## config.mk

```make
export PLATFORM = sky130hd
export DESIGN_NAME = sbd_digit_out
export DESIGN_NICKNAME = d
export VERILOG_FILES = /design/src/core/sbd_pkg.sv /design/src/core/sbd_tick_if.sv /design/src/core/sbd_digit_out.sv /design/src/core/sbd_scan_div.sv
export SDC_FILE = /design/constraint.sdc
export NUM_CORES = 1
export LEC_CHECK = 0
export ABC_AREA = 1
export BUFFER_PORTS_ARGS = -buffer_cell sky130_fd_sc_hd__buf_4
export CORE_MARGIN = 10
export CORE_UTILIZATION = 45
export DETAILED_ROUTE_END_ITERATION = 10
export GPL_TIMING_DRIVEN = 1
export PLACE_DENSITY = 0.67
export SYNTH_ARGS = -nofsm -noshare
export SYNTH_HDL_FRONTEND = slang
export SYNTH_HIERARCHICAL = 1
export SYNTH_SLANG_ARGS = --single-unit
```

## constraint.sdc

```tcl
create_clock -name clk_sys -period 3.4 [get_ports clk_sys]
set_clock_uncertainty 0.2 [all_clocks]
set_input_delay 0.51 -clock clk_sys [delete_from_list [all_inputs] [get_ports clk_sys]]
set_output_delay 0.51 -clock clk_sys [all_outputs]
set_load 0.02 [all_outputs]
```

## src/core/sbd_pkg.sv

```systemverilog
// Shared constants and types for the scanned BCD digit output block.
package sbd_pkg;

  // System clock period and scan slot period.
  localparam int CLK_PERIOD_NS  = 4;
  localparam int SCAN_PERIOD_NS = 250000;
  // One slot is one scan clock period of 4 kHz (whole cycles).
  localparam int SCAN_PERIOD_CYC = SCAN_PERIOD_NS / CLK_PERIOD_NS;
  localparam int SCAN_CNT_W      = 17;

  // Display geometry.
  localparam int NUM_DIGITS = 4;
  localparam int BCD_W      = 4;
  localparam int SLOT_W     = 3;

  // Decimal point selector value meaning no point shown.
  localparam logic [SLOT_W-1:0] DP_NONE = 3'h7;

  // Reset values and the lowest digit enable.
  localparam logic [NUM_DIGITS*BCD_W-1:0] DIGITS_RST = 16'h0000;
  localparam logic [BCD_W-1:0]            BCD_RST    = 4'h0;
  localparam logic [NUM_DIGITS-1:0]       EN_ONE     = 4'h1;

  // Scan slots, lowest digit first, then the reserved half-digit slot.
  typedef enum logic [SLOT_W-1:0] {
    SLOT_D0,
    SLOT_D1,
    SLOT_D2,
    SLOT_D3,
    SLOT_TOP
  } sbd_slot_e;

endpackage : sbd_pkg

```

## src/core/sbd_tick_if.sv

```systemverilog
// Timing strobes passed from the scan divider to the output sequencer.
`timescale 1ns/1ns
interface sbd_tick_if;
  logic slot_tick;
  logic half_tick;
  modport src (output slot_tick, output half_tick);
  modport snk (input slot_tick, input half_tick);
endinterface : sbd_tick_if

```

## src/core/sbd_digit_out.sv

```systemverilog
// Scanned BCD digit output port of a four and a half digit meter.
`timescale 1ns/1ns

// Overview of the port as seen from the far side.
// The block owns one scan position that walks through five slots: the four
// full digits from the lowest upward, then a reserved slot for the half digit.
// Every slot lasts SCAN_CYC system clocks. The scan clock is high for the
// first half of a slot and low for the second, so its falling edge sits in
// the middle of a slot, well away from the moment the lines change.
//
// A new reading is taken into a shadow copy on any cycle with load_req high.
// It only reaches the display at the next slot boundary. Until then the
// update output stays high; its fall marks the boundary at which the new
// reading is in force. Capture logic that waits for the first marker after
// that fall sees one consistent reading unless a new load swaps in during that scan.
//
// Limitation: a load that arrives in every cycle keeps update
// high and keeps replacing the shadow, so the display shows the last one.
// Limitation: after reset all port lines but update stay low for the first slot, since
// the first step is made only on the first slot strobe of the divider.
module sbd_digit_out
#(
  parameter int SCAN_CYC = sbd_pkg::SCAN_PERIOD_CYC
)
(
  // Clock and reset.
  input  wire logic                                         clk_sys,
  input  wire logic                                         rst_b,
  // New reading from the measurement logic, taken on load_req.
  input  wire logic                                         load_req,
  input  wire logic [sbd_pkg::NUM_DIGITS*sbd_pkg::BCD_W-1:0] new_digits,
  input  wire logic                                         new_half_one,
  input  wire logic                                         new_negative,
  input  wire logic [sbd_pkg::SLOT_W-1:0]                    new_dp_slot,
  // Scanned display port.
  output logic                                              scan_clk,
  output logic                                              lowest_digit_marker,
  output logic [sbd_pkg::NUM_DIGITS-1:0]                    digit_en,
  output logic [sbd_pkg::BCD_W-1:0]                         bcd,
  output logic                                              decimal_point,
  output logic                                              top_half_digit,
  output logic                                              polarity,
  output logic                                              update
);
  import sbd_pkg::*;

  // Whole state of the port in one record, registered in one place.
  typedef struct packed {
    // Scan position and the flops that drive the port directly.
    sbd_slot_e                         slot;
    logic                              scan_clk;
    logic                              marker;
    logic [NUM_DIGITS-1:0]             digit_en;
    logic [BCD_W-1:0]                  bcd;
    logic                              dp;
    logic                              one;
    logic                              pol;
    logic                              update;
    // Shadow reading waiting for the next slot boundary.
    logic                              pending;
    logic [NUM_DIGITS*BCD_W-1:0]       sh_digits;
    logic                              sh_half;
    logic                              sh_neg;
    logic [SLOT_W-1:0]                 sh_dp;
    // Reading in force on the display.
    logic [NUM_DIGITS*BCD_W-1:0]       disp_digits;
    logic                              disp_half;
    logic                              disp_neg;
    logic [SLOT_W-1:0]                 disp_dp;
  } sbd_out_s;

  sbd_out_s st_q;
  sbd_out_s st_d;

  // Strobes from the divider travel together in one bundle.
  sbd_tick_if tick ();

  // Slot timing comes from the divider; one slot is one scan clock period.
  sbd_scan_div #(
    .SCAN_CYC (SCAN_CYC)
  ) u_div (
    .clk_sys (clk_sys),
    .rst_b   (rst_b),
    .tick    (tick)
  );

  // Sequencer. Data for the new slot is set up in the same cycle as the
  // scan clock rises, so it is stable for the whole high and low halves.
  always_comb
  begin
    sbd_slot_e         nxt;
    logic [SLOT_W-1:0] idx;
    nxt  = st_q.slot;
    idx  = '0;
    st_d = st_q;
    // Scan clock falls mid-slot, giving capture logic a settled edge.
    if (tick.half_tick)
    begin
      st_d.scan_clk = 1'b0;
    end
    if (tick.slot_tick)
    begin
      // A pending reading is swapped in only at a slot boundary, so no
      // slot ever shows a mix of old and new digits.
      if (st_q.pending)
      begin
        st_d.disp_digits = st_q.sh_digits;
        st_d.disp_half   = st_q.sh_half;
        st_d.disp_neg    = st_q.sh_neg;
        st_d.disp_dp     = st_q.sh_dp;
        st_d.pending     = 1'b0;
        st_d.update      = 1'b0;
      end
      unique case (st_q.slot)
        SLOT_D0:  nxt = SLOT_D1;
        SLOT_D1:  nxt = SLOT_D2;
        SLOT_D2:  nxt = SLOT_D3;
        SLOT_D3:  nxt = SLOT_TOP;
        SLOT_TOP: nxt = SLOT_D0;
        default:  nxt = SLOT_D0;
      endcase
      // The decimal point and the digit lines use the reading that is in
      // force after a swap in this same cycle, hence st_d and not st_q.
      idx           = SLOT_W'(nxt);
      st_d.slot     = nxt;
      st_d.scan_clk = 1'b1;
      st_d.marker   = (nxt == SLOT_D0);
      st_d.dp       = (st_d.disp_dp == idx);
      if (nxt == SLOT_TOP)
      begin
        // Reserved slot: no full digit lit, half digit value on the lines.
        st_d.digit_en = '0;
        st_d.bcd      = {3'h0, st_d.disp_half};
      end
      else
      begin
        st_d.digit_en = EN_ONE << idx[1:0];
        st_d.bcd      = st_d.disp_digits[idx[1:0]*BCD_W +: BCD_W];
      end
    end
    // Dedicated half-digit and sign outputs follow the loaded reading.
    // They change only when a reading is swapped in, which is always on a
    // slot boundary, so they never move in the middle of a slot.
    st_d.one = st_d.disp_half;
    st_d.pol = st_d.disp_neg;
    // A new result raises update; a request in the swap cycle still wins.
    if (load_req)
    begin
      st_d.sh_digits = new_digits;
      st_d.sh_half   = new_half_one;
      st_d.sh_neg    = new_negative;
      st_d.sh_dp     = new_dp_slot;
      st_d.pending   = 1'b1;
      st_d.update    = 1'b1;
    end
  end

  // State register; the reserved slot at reset makes the first step land
  // on the lowest digit.
  always_ff @(posedge clk_sys or negedge rst_b)
  begin
    if (!rst_b)
    begin
      st_q             <= '0;
      st_q.slot        <= SLOT_TOP;
      st_q.bcd         <= BCD_RST;
      st_q.disp_digits <= DIGITS_RST;
      st_q.sh_digits   <= DIGITS_RST;
      st_q.disp_dp     <= DP_NONE;
      st_q.sh_dp       <= DP_NONE;
    end
    else
    begin
      st_q <= st_d;
    end
  end

  // All outputs come straight from state flops, so no decode glitch can
  // reach the far side between clock edges.
  assign scan_clk            = st_q.scan_clk;
  assign lowest_digit_marker = st_q.marker;
  assign digit_en            = st_q.digit_en;
  assign bcd                 = st_q.bcd;
  assign decimal_point       = st_q.dp;
  assign top_half_digit      = st_q.one;
  assign polarity            = st_q.pol;
  assign update              = st_q.update;

endmodule : sbd_digit_out

```

## src/core/sbd_scan_div.sv

```systemverilog
// Divider that makes the slot and mid-slot enables from the system clock.
`timescale 1ns/1ns
module sbd_scan_div
#(
  parameter int SCAN_CYC = sbd_pkg::SCAN_PERIOD_CYC
)
(
  // Clock and reset.
  input  wire logic clk_sys,
  input  wire logic rst_b,
  // Strobes out.
  sbd_tick_if.src   tick
);
  import sbd_pkg::*;

  typedef struct packed {
    logic [SCAN_CNT_W-1:0] cnt;
    logic                  slot_tick;
    logic                  half_tick;
  } sbd_div_s;

  sbd_div_s st_q;
  sbd_div_s st_d;

  // Free-running count; the slot strobe ends each period, the half strobe
  // marks its middle so the scan clock can fall there.
  always_comb
  begin
    st_d           = st_q;
    st_d.slot_tick = 1'b0;
    st_d.half_tick = 1'b0;
    if (st_q.cnt == SCAN_CNT_W'(SCAN_CYC - 1))
    begin
      st_d.cnt       = '0;
      st_d.slot_tick = 1'b1;
    end
    else
    begin
      st_d.cnt = st_q.cnt + SCAN_CNT_W'(1);
    end
    if (st_q.cnt == SCAN_CNT_W'(SCAN_CYC / 2 - 1))
    begin
      st_d.half_tick = 1'b1;
    end
  end

  // State register.
  always_ff @(posedge clk_sys or negedge rst_b)
  begin
    if (!rst_b)
    begin
      st_q <= '0;
    end
    else
    begin
      st_q <= st_d;
    end
  end

  assign tick.slot_tick = st_q.slot_tick;
  assign tick.half_tick = st_q.half_tick;

endmodule : sbd_scan_div

```

# == Yosys cells after proc, flatten, opt, wreduce, memory -nomap -nowiden ==
# Index checks and enable logic that the tools add are counted.
# totals
reg_bits,77
in_bits,24
word_cells,50
# classes
addsub,1
eq_ne,8
n_shift,2
mux,13
n_reduce_logical,7
# ops
operator,count
two-way mux 21 bit,2
two-way mux 23 bit,1
"adder 17 x 1 -> 17 bit, second input constant",1
"equality test 17 x 15 -> 1 bit, second input constant",1
"equality test 17 x 16 -> 1 bit, second input constant",1
two-way mux 17 bit,1
variable part select 16 x 5 -> 4 bit,1
one-hot mux 3 bit (4 select lines),1
two-way mux 11 bit,1
two-way mux 8 bit,1
"equality test 3 x 2 -> 1 bit, second input constant",2
logical NOT 3 bit,2
nonzero test 2 bit,3
two-way mux 2 bit,2
AND reduction 2 bit,2
"<< shifter 1 x 2 -> 4 bit, first input constant",1
"equality test 3 x 1 -> 1 bit, second input constant",1
equality test 3 bit,1
"equality test 3 bit, second input constant",1
two-way mux 1 bit,3
two-way mux 3 bit,1
"!= test 2 bit, second input constant",1

# == Logic depth before layout (Yosys ltp) ==
# logic_depth
word_depth,6
depth_mapped,9

# == Cells and area by module ==
# The synthesis kept the hierarchy.
# modules_own_cells
mod,instances,cells_per_inst,area_per_inst_um2
sbd_digit_out,1,308,2613.8
sbd_scan_div,1,136,1061.0

# == Worst setup path before layout ==
# No wires, ideal clock.
# synth_timing
kind,reg2reg
from,register u_div/st_q[2] in the netlist's numbering
to,register u_div/st_q[18] in the netlist's numbering
setup_ns,0.079
arrival_time_ns,1.135
required_ns,3.121
path_slack_ns,1.985
path_stages_with_launch,7
n_path_buf,0
path_cell_list,dfrtp_1 -> ha_1 -> nand2_2 -> nor2_4 -> nand2_4 -> nor2_2 -> xor2_1
# synth_rtl
item,line,text
start: declaration,sbd_scan_div.sv:22,sbd_div_s st_q;
start signal: assignment,sbd_scan_div.sv:56,st_q <= st_d;

==> impl_summary.md <==
Clocking
CTS placed an instance of sky130_fd_sc_hd__clkbuf_8 at the clock tree root. The count of buffers added by post-CTS timing repair for setup is 0. The total number of clock tree sinks is 76. Post-CTS repair changed the size of 0 cells.

The number of buffers inserted for hold repair after clock tree synthesis is 0. The clock input transition at the sequential cells of the worst setup and hold paths is approximately 80 ps. The CTS tree is yes. The later pin in the worst-skew pair is clocked with a latency of 350 ps. Counting the buffers created by CTS gives 9. The maximum buffer depth of the clock tree is 2. In this run the number of H-tree levels came out at 3.

Floorplanning
The die outline height is roughly 110 µm. The initial core utilization is 46.83%. From left edge to right edge, the die measures 110.4 µm.

The core footprint is 7848 µm². The floorplan row count is 32. The area enclosed by the die boundary is 12180 µm². The count of pins on the block boundary is 38.

Power
Registers are responsible for 52.5% of the overall power. The overall power is 1.784 mW. Of the total power, combinational logic draws 5.9%. Dividing total power by cell area gives a power density of approximately 430 nW/µm². Of the total power, the share spent switching nets is 22.82%. The worst-case IR drop observed on VDD is 0.1852 mV. The internal power is 1.377 mW. The share of total power dissipated in the clock network is 41.6%. Summed over all nets, the switching power comes to 0.4072 mW.

The reported leakage power is roughly 2.1 nW.

Timing
The actual slew at the worst max-slew pin is roughly 920 ps. Once routing completed, OpenROAD measured the worst setup slack at 1372 ps. The final critical-path required period is 2028 ps. The maximum clock frequency is about 0.5 GHz. The final critical path takes up around 60% of the cycle. Adding up every negative setup slack in the final design gives 0 ps. Setup repair after global routing left no endpoint under its margin.

The number of max-slew violations in the final report is 0. The tightest slew margin relative to the limit is 38.42%. Hold is met by around 97 ps. Setup violations remaining at the end of the flow were counted as 0. The hold violation count in the final report is 0.

Cells and area
The share of the core filled with cells in the final layout is a little over half. The post-synthesis to final-layout area growth is 12.87%. The multi-input gate area in the final layout is 1380 µm². The final-layout fill cell count is 759. The total inserted antenna cells is 0. The library cells used most frequently in the layout, excluding fill and tap cells, are sky130_fd_sc_hd__nand2_1, sky130_fd_sc_hd__dfrtp_1, sky130_fd_sc_hd__inv_1, sky130_fd_sc_hd__o21ai_0, sky130_fd_sc_hd__buf_4. Summing all flip-flop and latch instances after layout gives about 1900 µm². For this run, the post-layout net count is between 400 and 500. The post-route standard cell area excluding fillers is between 4000 and 5000 µm². Leaving out fill and tap cells, the most frequent cell in the layout is sky130_fd_sc_hd__nand2_1. The count of placed standard cells in the final layout, fillers left out is a little under 600. The fraction of layout cells with a size suffix above 1 is 17.89%.

Placed design
Counting tap cells, the placed design contains a total of 561 instances. The placed instances occupy a cell area of roughly 3900 µm². At the end of routability-driven placement, the weighted congestion stood at ~0.84. The number of port buffers is 37. The worst slack at placement is 1376 ps. Summed over all nets, the half-perimeter wirelength after detailed placement is between 5000 and 6000 µm.

Setup path
The top fanout value on the critical path is 24. Data arrives at the worst endpoint at just over 2000 ps. STA classifies the critical path endpoint as a register. In this run the register-to-register setup slack is 1370 ps.

The startpoint of the worst setup timing path is st_q[42]. The critical path is of the register to register type. STA classifies the critical path startpoint as a register. The worst register-to-register path ends at st_q[7]. The origin of the critical flop-to-flop path is st_q[42]. At the worst endpoint, the required time is 3420 ps.

Counting cells, the worst reg-to-reg path comes to 4.

Logic synthesis
Yosys mapped a number of flops with a built-in enable equal to 0. The Yosys step of the flow raised 6 warnings. The synthesized net count is 470.

Summing the sequential cell areas from Yosys gives 51.99% of the chip area. The post-synthesis area per instance is 8.277 µm². The post-synthesis instance area is 3675 µm². The netlist uses 31 different library cells. The gate count after technology mapping is 444. The leading register cell type out of synthesis is sky130_fd_sc_hd__dfrtp_1. After synthesis the netlist holds a flip-flop and latch count of 76. The fraction of synthesis flops using an asynchronous set or reset pin is 100.0%.

Flow run
The max-capacitance violation count is 0.

Routing
The number of nets with antenna violations after routing is 0. The final wirelength is 7457 µm. After detailed routing, the number of vias per cell comes to 4.872. The number of remaining DRC errors is 0. The detailed router's first-iteration violation count is 208.

The vias after detailed routing is 2811. The mean routed wirelength per cell is around 13 µm. The pre-antenna-repair detailed-routing pass consisted of 4 iterations.

Global route
The global routing usage summed across all routing layers is 13.11%. Entering global routing, the biggest net connects 77 pins. Global routing finished with a remaining overflow of 0. The first-pass GRT wire length is 12720 µm. The number of global-route vias before repair was 2742. The initial antenna violation count is 0.

Min path
The classification of the worst-slack hold path is input port to async pin.

Outcome
The flow ran to the end, and the final reports show no timing, DRC or antenna violations.
-- cell usage after synthesis, types with 3 or more instances --
library cell,count,area (µm²)
sky130_fd_sc_hd__o21ai_1,16,80.08
sky130_fd_sc_hd__xor2_1,7,61.31
sky130_fd_sc_hd__dfstp_2,7,183.9
sky130_fd_sc_hd__nand2_1,131,491.7
sky130_fd_sc_hd__buf_2,4,20.02
sky130_fd_sc_hd__nor2_4,4,45.04
sky130_fd_sc_hd__nand2_2,5,31.28
sky130_fd_sc_hd__dfrtp_1,69,1727
sky130_fd_sc_hd__xnor2_1,3,26.28
sky130_fd_sc_hd__buf_4,10,75.07
sky130_fd_sc_hd__nand3_2,5,50.05
sky130_fd_sc_hd__nor3_1,5,25.02
sky130_fd_sc_hd__nor2_2,4,25.02
sky130_fd_sc_hd__nand3_1,18,90.09
sky130_fd_sc_hd__o21ai_0,51,255.2
sky130_fd_sc_hd__nor2_1,24,90.09
sky130_fd_sc_hd__inv_1,56,210.2
sky130_fd_sc_hd__clkbuf_1,6,22.52
-- worst max-delay path, cell delays in order (launching register included) --
cell and delay, ps:
sky130_fd_sc_hd__dfrtp_1 720, sky130_fd_sc_hd__nand2_1 480, sky130_fd_sc_hd__buf_4 360, sky130_fd_sc_hd__nand2_1 70
sky130_fd_sc_hd__o21ai_0 80
-- power by group through the flow --
stage / clock network (mW) / registers (mW) / logic [mW]
2_1_floorplan: 0 / 0.952 / 0.0527
3_3_place_gp: 0 / 0.954 / 0.105
3_5_place_dp: 0 / 0.955 / 0.107
4_1_cts: 0.762 / 0.937 / 0.107
5_1_grt: 0.803 / 0.939 / 0.122
6_report: 0.743 / 0.937 / 0.105
-- area by class of cell --
class                           count  share of cell area, %
Timing Repair Buffer               38                  6.878
Multi-Input combinational cell    286                  33.27
Clock buffer                        9                  2.986
Clock inverter                      7                  2.202
Sequential cell                    76                  46.06
Tap cell                          102                  3.077
Inverter                           59                  5.520
-- logic make-up after synthesis --
group	count (synthesis)	share of synthesized area, %
AOI/OAI and AO/OA	73	10.35
xor gates and xnor gates	10	2.384
adders and majority gates	2	0.6809
buffers and inverters	82	10.45
DFF	76	51.99
and+or+nand+nor	201	24.14
-- how the worst max path moves through the flow --
| stage | endpoint | slack [ps] |
|---|---|---|
| 3_5_place_dp | st_q[6] | 1380 |
| 6_report | st_q[7] | 1370 |
| 3_3_place_gp | st_q[3] | 1460 |
| 5_1_grt | st_q[13] | 1130 |
| 4_1_cts | st_q[6] | 1360 |
| 2_1_floorplan | u_div/st_q[18] | 1990 |
-- flip-flops by register name (all words and copies together), names as in the netlist --
register,cells
digit_en,3
st_q,46
update,1
u_div/st_q,17
u_div/tick.slot_tick,1
u_div/tick.half_tick,1
lowest_digit_marker,1
bcd,4
decimal_point,1
scan_clk,1
-- metal layers --
layer  vias to the layer above  global-route usage (%)  share of wire [%]
li1                       1430                       -                  -
met1                      1314                   17.26                 46
met2                        55                   20.24                 46
met3                        12                   3.540                6.2
met4                         0                   4.862                1.2
met5                         -                       0                  0
Power figures use the tool's default switching activity.
